## config.mk

```make
export PLATFORM = sky130hd
export DESIGN_NAME = bcc_bus_clock_output
export DESIGN_NICKNAME = d
export VERILOG_FILES = /design/src/core/bcc_pkg.sv /design/src/core/bcc_clk_divider.sv /design/src/core/bcc_bus_clock_output.sv
export VERILOG_INCLUDE_DIRS = /design/src /design/src/core
export SDC_FILE = /design/constraint.sdc
export NUM_CORES = 1
export LEC_CHECK = 0
export BUFFER_PORTS_ARGS = -buffer_cell sky130_fd_sc_hd__buf_2
export CAP_MARGIN = 20
export CELL_PAD_IN_SITES_DETAIL_PLACEMENT = 1
export CELL_PAD_IN_SITES_GLOBAL_PLACEMENT = 2
export CORE_MARGIN = 2
export CORE_UTILIZATION = 32
export CTS_CLUSTER_SIZE = 28
export DETAILED_ROUTE_END_ITERATION = 12
export PLACE_DENSITY_LB_ADDON = 0.2
export SLEW_MARGIN = 20
export SYNTH_ARGS = -nofsm -noshare
export SYNTH_HDL_FRONTEND = slang
export SYNTH_SLANG_ARGS = --single-unit
```

## constraint.sdc

```tcl
create_clock -name core_clk -period 1.94 [get_ports core_clk]
set_clock_uncertainty 0.2 [all_clocks]
set_input_delay 0.194 -clock core_clk [delete_from_list [all_inputs] [get_ports core_clk]]
set_output_delay 0.194 -clock core_clk [all_outputs]
set_load 0.005 [all_outputs]
```

## src/core/bcc_defines.svh

```systemverilog
// constants of the bus clock and external bus control block
// Behaviour
// - bus clock is oscillator divided by four; with bypass set it follows the oscillator level directly
// - every clock derives from oscillator input, except the bus clock in special peripheral mode, taken from the pin
// - normal single-chip: clock pin off after reset
// - special single-chip: clock pin on from reset
// - special peripheral: clock pin is input
// - stop mode halts all clocks except the bus clock taken from the pin in special peripheral mode
// - bus clock high phase stretchable for slow memory
// - bus clock separates address and data phases
// - narrow mode alternates high, low bytes
`ifndef BCC_DEFINES_SVH
`define BCC_DEFINES_SVH

`define BCC_ADDR_W      4
`define BCC_OFF_CTRL    4'h0
`define BCC_OFF_STAT    4'h4
`define BCC_OFF_ADDR    4'h8
`define BCC_OFF_DATA    4'hc

`define BCC_CTRL_EN     0
`define BCC_CTRL_BYP    1
`define BCC_CTRL_NAR    2
`define BCC_CTRL_STR_LO 4
`define BCC_CTRL_STR_HI 5

`define BCC_STRAP_NSC   2'h0
`define BCC_STRAP_EXP   2'h1
`define BCC_STRAP_SSC   2'h2
`define BCC_STRAP_SPER  2'h3

`define BCC_CNT_W       3
`define BCC_HALF_CNT    3'h1
`define BCC_STRAP_DLY   2'h2
`define BCC_CTRL_RST    5'h00

`endif

```

## src/core/bcc_pkg.sv

```systemverilog
// types shared by the bus clock control block
`include "bcc_defines.svh"
package bcc_pkg;

    typedef logic [1:0] bcc_strap_t;

    typedef enum logic [1:0] {
        BCC_MODE_NSC,
        BCC_MODE_EXP,
        BCC_MODE_SSC,
        BCC_MODE_SPER
    } bcc_mode_e;

    typedef enum logic {
        BCC_PH_LOW,
        BCC_PH_HIGH
    } bcc_phase_e;

    typedef struct packed {
        logic [1:0] stretch;
        logic       narrow;
        logic       bypass;
        logic       en;
    } bcc_ctrl_s;

    typedef struct packed {
        logic       stop;
        logic       bypass;
        logic [1:0] stretch;
    } bcc_div_cfg_s;

endpackage : bcc_pkg

```

## src/core/bcc_clk_divider.sv

```systemverilog
// oscillator-edge divider that builds the internal bus clock phase
`timescale 1ns/1ps
`include "bcc_defines.svh"
module bcc_clk_divider (
    input  wire logic                core_clk,
    input  wire logic                nrst,
    input  wire logic                oscRise,
    input  wire logic                oscLevel,
    input  wire bcc_pkg::bcc_div_cfg_s cfg,
    output logic                     busPhase,
    output logic                     cycleEnd
);
    import bcc_pkg::*;

    bcc_phase_e             ph;
    logic [`BCC_CNT_W-1:0]  cnt;
    logic [`BCC_CNT_W-1:0]  limit;
    logic                   highDone;

    assign limit    = `BCC_HALF_CNT + {cfg.stretch, 1'b0};
    assign highDone = oscRise && ph == BCC_PH_HIGH && cnt >= limit;
    assign busPhase = (ph == BCC_PH_HIGH);

    ////////////////////////////////////////////////////////////////////////
    // two oscillator rises per low phase, two or more per high phase
    always_ff @(posedge core_clk or negedge nrst) begin
        if (!nrst) begin
            ph  <= BCC_PH_LOW;
            cnt <= '0;
        end else if (cfg.stop) begin
            ph  <= BCC_PH_LOW;
            cnt <= '0;
        end else if (cfg.bypass) begin
            ph  <= oscLevel ? BCC_PH_HIGH : BCC_PH_LOW;
            cnt <= '0;
        end else if (oscRise) begin
            case (ph)
                BCC_PH_LOW: begin
                    if (cnt >= `BCC_HALF_CNT) begin
                        ph  <= BCC_PH_HIGH;
                        cnt <= '0;
                    end else begin
                        cnt <= cnt + 1'b1;
                    end
                end
                BCC_PH_HIGH: begin
                    if (cnt >= limit) begin
                        ph  <= BCC_PH_LOW;
                        cnt <= '0;
                    end else begin
                        cnt <= cnt + 1'b1;
                    end
                end
                default: begin
                    ph  <= BCC_PH_LOW;
                    cnt <= '0;
                end
            endcase
        end
    end

    always_ff @(posedge core_clk or negedge nrst) begin
        if (!nrst) begin
            cycleEnd <= 1'b0;
        end else if (cfg.stop) begin
            cycleEnd <= 1'b0;
        end else if (cfg.bypass) begin
            cycleEnd <= (ph == BCC_PH_HIGH) && !oscLevel;
        end else begin
            cycleEnd <= highDone;
        end
    end

    ////////////////////////////////////////////////////////////////////////
    property p_div_low_hold;
        @(posedge core_clk) disable iff (!nrst)
        (oscRise && ph == BCC_PH_LOW && cnt == '0 && !cfg.stop
            && !cfg.bypass) |=> ph == BCC_PH_LOW;
    endproperty
    a_div_low_hold: assert property (p_div_low_hold)
        else $error("low phase ended after one oscillator rise");

    property p_div_rise;
        @(posedge core_clk) disable iff (!nrst)
        (oscRise && ph == BCC_PH_LOW && cnt == `BCC_HALF_CNT
            && !cfg.stop && !cfg.bypass) |=> ph == BCC_PH_HIGH;
    endproperty
    a_div_rise: assert property (p_div_rise)
        else $error("high phase missing after two oscillator rises");

    property p_div_stretch;
        @(posedge core_clk) disable iff (!nrst)
        (oscRise && ph == BCC_PH_HIGH && cnt == `BCC_HALF_CNT
            && cfg.stretch != 2'h0 && !cfg.stop && !cfg.bypass)
            |=> ph == BCC_PH_HIGH;
    endproperty
    a_div_stretch: assert property (p_div_stretch)
        else $error("stretched high phase ended early");

    property p_div_stop;
        @(posedge core_clk) disable iff (!nrst)
        cfg.stop [*2] |-> !busPhase && !cycleEnd;
    endproperty
    a_div_stop: assert property (p_div_stop)
        else $error("bus clock phase moved during stop");

endmodule : bcc_clk_divider

```

## src/core/bcc_bus_clock_output.sv

```systemverilog
// bus clock generation, clock pin control and external bus muxing
`timescale 1ns/1ps
`include "bcc_defines.svh"
module bcc_bus_clock_output (
    input  wire logic                       core_clk,
    input  wire logic                       nrst,
    input  wire logic                       oscIn,
    output logic                            oscDriveOut,
    input  wire logic                       busClockIn,
    output logic                            busClockOut,
    output logic                            busClockOe,
    input  wire bcc_pkg::bcc_strap_t        modeStrap,
    input  wire logic                       stopReq,
    output logic [7:0]                      portA,
    output logic [7:0]                      portB,
    output logic                            portOe,
    input  wire logic [`BCC_ADDR_W-1:0]     address,
    input  wire logic                       read,
    input  wire logic                       write,
    input  wire logic [31:0]                writedata,
    output logic [31:0]                     readdata,
    output logic                            waitrequest
);
    import bcc_pkg::*;

    logic [3:0]             pinMeta;
    logic [3:0]             pinSync;
    logic                   oscPrev;
    logic                   extPrev;
    logic [1:0]             strapCnt;
    logic                   strapped;
    bcc_mode_e              modeSel;
    bcc_ctrl_s              ctrl;
    logic [15:0]            xferAddr;
    logic [15:0]            xferData;
    logic                   xferBusy;
    logic                   xferPend;
    logic                   byteSel;
    logic                   isPer;
    logic                   divPhase;
    logic                   divEnd;
    logic                   phase;
    logic                   cycleEnd;
    logic                   wrAcc;
    logic                   clkDrive;
    bcc_div_cfg_s           divCfg;

    function automatic bcc_mode_e decodeMode(input bcc_strap_t s);
        case (s)
            `BCC_STRAP_EXP:  decodeMode = BCC_MODE_EXP;
            `BCC_STRAP_SSC:  decodeMode = BCC_MODE_SSC;
            `BCC_STRAP_SPER: decodeMode = BCC_MODE_SPER;
            default:         decodeMode = BCC_MODE_NSC;
        endcase
    endfunction : decodeMode

    function automatic logic [31:0] regRead(
        input logic [`BCC_ADDR_W-1:0] a);
        case (a)
            `BCC_OFF_CTRL: regRead = {26'h0, ctrl.stretch, 1'b0,
                                      ctrl.narrow, ctrl.bypass, ctrl.en};
            `BCC_OFF_STAT: regRead = {26'h0, byteSel, stopReq,
                                      xferBusy || xferPend, phase, modeSel};
            `BCC_OFF_ADDR: regRead = {16'h0, xferAddr};
            `BCC_OFF_DATA: regRead = {16'h0, xferData};
            default:       regRead = 32'h0;
        endcase
    endfunction : regRead

    ////////////////////////////////////////////////////////////////////////
    // pin synchronisers: straps, external bus clock and oscillator
    always_ff @(posedge core_clk or negedge nrst) begin
        if (!nrst) begin
            pinMeta <= 4'h0;
            pinSync <= 4'h0;
        end else begin
            pinMeta <= {modeStrap, busClockIn, oscIn};
            pinSync <= pinMeta;
        end
    end

    always_ff @(posedge core_clk or negedge nrst) begin
        if (!nrst) begin
            oscPrev <= 1'b0;
            extPrev <= 1'b0;
        end else begin
            oscPrev <= pinSync[0];
            extPrev <= pinSync[1];
        end
    end

    ////////////////////////////////////////////////////////////////////////
    // straps are taken once the synchroniser holds post-reset levels
    always_ff @(posedge core_clk or negedge nrst) begin
        if (!nrst) begin
            strapCnt <= 2'h0;
            strapped <= 1'b0;
            modeSel  <= BCC_MODE_NSC;
        end else if (!strapped) begin
            if (strapCnt == `BCC_STRAP_DLY) begin
                strapped <= 1'b1;
                modeSel  <= decodeMode(pinSync[3:2]);
            end else begin
                strapCnt <= strapCnt + 1'b1;
            end
        end
    end

    ////////////////////////////////////////////////////////////////////////
    // avalon slave: one wait cycle, then read data and write commit
    assign wrAcc = write && !waitrequest;

    always_ff @(posedge core_clk or negedge nrst) begin
        if (!nrst) begin
            waitrequest <= 1'b1;
            readdata    <= 32'h0;
        end else begin
            waitrequest <= !((read || write) && waitrequest);
            if (read && waitrequest) begin
                readdata <= regRead(address);
            end
        end
    end

    always_ff @(posedge core_clk or negedge nrst) begin
        if (!nrst) begin
            ctrl <= `BCC_CTRL_RST;
        end else if (wrAcc && address == `BCC_OFF_CTRL) begin
            ctrl.en      <= writedata[`BCC_CTRL_EN];
            ctrl.bypass  <= writedata[`BCC_CTRL_BYP];
            ctrl.narrow  <= writedata[`BCC_CTRL_NAR];
            ctrl.stretch <= writedata[`BCC_CTRL_STR_HI:`BCC_CTRL_STR_LO];
        end else if (!strapped && strapCnt == `BCC_STRAP_DLY) begin
            // pin starts on only in special single-chip mode
            ctrl.en <= (decodeMode(pinSync[3:2]) == BCC_MODE_SSC);
        end
    end

    always_ff @(posedge core_clk or negedge nrst) begin
        if (!nrst) begin
            xferAddr <= 16'h0;
            xferData <= 16'h0;
        end else if (wrAcc && address == `BCC_OFF_ADDR) begin
            xferAddr <= writedata[15:0];
        end else if (wrAcc && address == `BCC_OFF_DATA) begin
            xferData <= writedata[15:0];
        end
    end

    ////////////////////////////////////////////////////////////////////////
    // bus clock source: own divider, or the pin in peripheral mode
    assign isPer          = (modeSel == BCC_MODE_SPER);
    assign divCfg.stop    = stopReq;
    assign divCfg.bypass  = ctrl.bypass;
    // stretching only applies while an external transfer is running
    assign divCfg.stretch = xferBusy ? ctrl.stretch : 2'h0;

    bcc_clk_divider u_div (
        .core_clk (core_clk),
        .nrst     (nrst),
        .oscRise  (pinSync[0] && !oscPrev),
        .oscLevel (pinSync[0]),
        .cfg      (divCfg),
        .busPhase (divPhase),
        .cycleEnd (divEnd)
    );

    assign phase    = isPer ? extPrev : divPhase;
    assign cycleEnd = isPer ? (extPrev && !pinSync[1]) : divEnd;
    assign clkDrive = ctrl.en && !isPer;

    ////////////////////////////////////////////////////////////////////////
    // transfer sequencing; a start waits for a bus cycle boundary so the
    // address phase always comes first; a new start wins over a finish
    always_ff @(posedge core_clk or negedge nrst) begin
        if (!nrst) begin
            xferPend <= 1'b0;
            xferBusy <= 1'b0;
            byteSel  <= 1'b0;
        end else if (wrAcc && address == `BCC_OFF_DATA) begin
            xferPend <= 1'b1;
            xferBusy <= 1'b0;
            byteSel  <= 1'b0;
        end else if (cycleEnd) begin
            if (xferPend) begin
                xferPend <= 1'b0;
                xferBusy <= 1'b1;
            end else if (xferBusy && ctrl.narrow && !byteSel) begin
                byteSel <= 1'b1;
            end else begin
                xferBusy <= 1'b0;
                byteSel  <= 1'b0;
            end
        end
    end

    ////////////////////////////////////////////////////////////////////////
    // pin drivers
    always_ff @(posedge core_clk or negedge nrst) begin
        if (!nrst) begin
            busClockOut <= 1'b0;
            busClockOe  <= 1'b0;
        end else begin
            busClockOe  <= clkDrive;
            // disabled pin parks low instead of toggling
            busClockOut <= clkDrive && phase;
        end
    end

    always_ff @(posedge core_clk or negedge nrst) begin
        if (!nrst) begin
            oscDriveOut <= 1'b0;
        end else begin
            // oscillator drive stops too, so nothing can restart early
            oscDriveOut <= !stopReq && !pinSync[0];
        end
    end

    always_ff @(posedge core_clk or negedge nrst) begin
        if (!nrst) begin
            portA  <= 8'h00;
            portB  <= 8'h00;
            portOe <= 1'b0;
        end else begin
            portOe <= xferBusy && !isPer;
            if (!phase) begin
                portA <= xferAddr[15:8];
                portB <= xferAddr[7:0];
            end else if (ctrl.narrow) begin
                portA <= byteSel ? xferData[7:0] : xferData[15:8];
                portB <= xferAddr[7:0];
            end else begin
                portA <= xferData[15:8];
                portB <= xferData[7:0];
            end
        end
    end

    ////////////////////////////////////////////////////////////////////////
    property p_nsc_off;
        @(posedge core_clk) disable iff (!nrst)
        ($rose(strapped) && modeSel == BCC_MODE_NSC) |=> !busClockOe;
    endproperty
    a_nsc_off: assert property (p_nsc_off)
        else $error("clock pin driven in normal single-chip mode");

    property p_ssc_on;
        @(posedge core_clk) disable iff (!nrst)
        ($rose(strapped) && modeSel == BCC_MODE_SSC) |=> busClockOe;
    endproperty
    a_ssc_on: assert property (p_ssc_on)
        else $error("clock pin off in special single-chip mode");

    property p_per_in;
        @(posedge core_clk) disable iff (!nrst)
        (strapped && isPer) |=> !busClockOe;
    endproperty
    a_per_in: assert property (p_per_in)
        else $error("clock pin driven in peripheral mode");

    property p_off_static;
        @(posedge core_clk) disable iff (!nrst)
        !clkDrive |=> !busClockOut;
    endproperty
    a_off_static: assert property (p_off_static)
        else $error("disabled clock pin not held low");

    property p_narrow_seq;
        @(posedge core_clk) disable iff (!nrst)
        (xferBusy && cycleEnd && ctrl.narrow && !byteSel
            && !(wrAcc && address == `BCC_OFF_DATA))
            |=> xferBusy && byteSel;
    endproperty
    a_narrow_seq: assert property (p_narrow_seq)
        else $error("narrow transfer skipped its low byte");

    property p_addr_phase;
        @(posedge core_clk) disable iff (!nrst)
        (!phase && xferBusy) |=> portA == $past(xferAddr[15:8]);
    endproperty
    a_addr_phase: assert property (p_addr_phase)
        else $error("address missing in low bus clock phase");

endmodule : bcc_bus_clock_output

```

==> reports/metrics.yaml <==
cts_buffer_depth: 2
arrival_ps: 2020
placementRows: 41
drc: 0
initial_core_util: 0.329
synth_common_cells: "dfrtp_1 (96), mux2_2 (48), nand2_1 (33)"
path_class: "reg2reg"
maxCapViolCount: 0
violations: "setup timing"
leakage_nw: 2.68
clk_latency_ps: 340
ir_worst_vdd_mv: 0.423
antenna_left: 0
finalMaxSlewViolations: 0
io_pins: 98
yosys.area.top_type: "dfrtp_1"
grt_max_degree: 39
cts_tree: "done"
tns_ps: -15.1
dr_total_vias: 2803
slowest_stage: "or4b_1"
placed_area_sq_um: 4840
p_per_area_nw_per_um2: 945
outcome: "finished, violations left"
hold_path_class: "in2async"
async_flop_share: 1.00
crit_chain: "ha_1, nor2_2, a221oi_2, or4b_1, a31oi_1"
h-tree-depth: 3
grt_overflow_total: 0
yosysMostFrequentCell: "dfrtp_1"
drtPass1Iterations: 3
hpwl_mm: 6.87
syn_inst: 315
clkTransAtPathRegs_ps: 60
synth_enable_flop_cells: 0
die_y_microns: 118
setup_viol: 1
place.gp.congestion: 0.715
clockRootBuffer: "clkbuf_16"
wl_per_cell_microns: 16.1
dieArea_sq_um: 14000
ys.flop_type: "dfrtp_1"
whs_ps: 109
area.growth.synth_to_final_pct: 29.7
nets: 485
finalCritPeriodShare: 1.01
drt-initial-drc-count: 37
antenna_found_initial: 0
min_period_ps: 1960
critPathMaxFanout: 4
diodes: 0
synthTopCellsByArea: "dfrtp_1 (58%), mux2_2 (13%), mux2i_1 (4.8%), o21ai_0 (3.1%), nand2_1 (3.0%)"
viasPerCell: 4.59
total_power_mw: 5.11
track_usage: 0.150
ys_warn_count: 0
die_w_microns: 118
stdcell_area_sq_um: 5410
synth_area_sq_um: 4170
endpoint_kind: "flip-flop"
core_area_sq_um: 12700
synth_top_area_share: 0.576
ys_ff_latch: 97
syn_area_per_cell_sq_um: 13.2
layout-drive-gt1-share: 0.396
worst_slack_ps: -15.1
critPathMaxStageDelay_ps: 520
synth_cell_types: 42
fmax_mhz: 511
required_ps: 2000
port_buffers: 65
cts_buffers: 9
ys_seq_area_frac: 0.582
first_global_vias: 3037
start_kind: "flip-flop"
wl_mm: 9.82
rsz0062_at_grt: "true"
grt_pass1_wl_mm: 16.2
hold_violations: 0
clock-sinks: 97
[logic make-up (layout without fill, tap and decap cells)]
kind of cell	count (synthesis)	count (layout)	synth area share
AO/OA/AOI/OAI	46	46	0.0654
XOR/XNOR	1	1	0.00210
adder cells (fa/ha/maj)	5	5	0.0150
buffers and inverters	28	137	0.0441
flip-flops	97	97	0.582
multiplexers	72	72	0.199
other	1	16	0.000899
AND/OR/NAND/NOR	65	65	0.0909
[critical path: cells and delay by family, from the launching register on]
family                     cells  cell delay (ps)
AOI/OAI and AO/OA              2              260
adders and majority gates      1              340
DFF                            1              410
and+or+nand+nor                2              660
[cells in the final DEF, fill, tap and decap left out, types with 3 or more instances in the layout]
master and instances:
nand2b_1 4, clkbuf_16 9, conb_1 16, buf_4 27, mux2i_1 20, o21ai_0 26
a22o_1 6, buf_12 4, nor2b_1 4, ha_1 4, mux4_2 4, buf_2 64
nand2_1 33, dfrtp_1 96, mux2_2 48, a21oi_1 5, dlygate4sd3_1 24, nor2_1 4
inv_1 3
[registers in the layout (all words and copies together) (netlist names), 2 cells and up]
register,count
readdata,16
xferAddr,16
xferData,16
portA,8
portB,8
ctrl,5
pinMeta,4
pinSync,4
u_div.cnt,3
modeSel,2
strapCnt,2
[per-stage QoR]
| step | setup WS (ps) | instances | util |
|---|---|---|---|
| after floorplan | 74.6 | 330 | - |
| after global placement | -2.57 | 568 | 0.382 |
| after detailed placement | -65.6 | 568 | 0.382 |
| after CTS | 0.685 | 609 | 0.425 |
| after global routing | -104 | 611 | 0.427 |
| final | -15.1 | 611 | 0.427 |
[area by class of cell]
class	count	area, sq um
Clock buffer	12	246
Clock inverter	3	17.5
Fill cell	1367	7260
Inverter	3	11.3
Multi-Input combinational cell	205	1650
Sequential cell	97	2430
Tap cell	172	215
Timing Repair Buffer	119	843
[path summary, 6_finish.rpt]
path                                          startpoint                       end  slack [ps]  cells past startpoint
worst min-delay path                                nrst      pinMeta[3]$_DFF_PN0_         110                      2
min in group core_clk               pinMeta[1]$_DFF_PN0_      pinSync[1]$_DFF_PN0_         150                      0
worst max-delay path            u_div.cnt[2]$_DFFE_PN0P_  u_div.cnt[2]$_DFFE_PN0P_         -20                      5
worst min register to register      pinMeta[1]$_DFF_PN0_      pinSync[1]$_DFF_PN0_         150                      0
max in group asynchronous                           nrst  readdata[13]$_DFFE_PN0P_         910                      3
worst max register to register  u_div.cnt[2]$_DFFE_PN0P_  u_div.cnt[2]$_DFFE_PN0P_         -20                      5
[routing by layer]
layer	vias up	wire length [microns]	track usage
li1	1324	-	-
met1	1419	4560	0.192
met2	47	4770	0.246
met3	13	300	0.0270
met4	0	187	0.0670
met5	-	0	0
[where the power goes]
part           total, mW  leakage (nW)  internal, mW  switching (mW)
Sequential          2.55          1.25          2.34           0.208
Clock               1.64         0.128         0.894           0.746
Combinational      0.922          1.31         0.524           0.399
[repair_timing]
action / 4_1_cts / 5_1_grt
setup buffers: 2 / 2
pin swaps: 2 / 0
gates resized for setup: 4 / 1
setup endpoints to repair: 1 / 1
hold endpoints to repair: 142 / 0
hold buffers: 24 / 0
No activity file was read; power rests on OpenSTA's default activity.
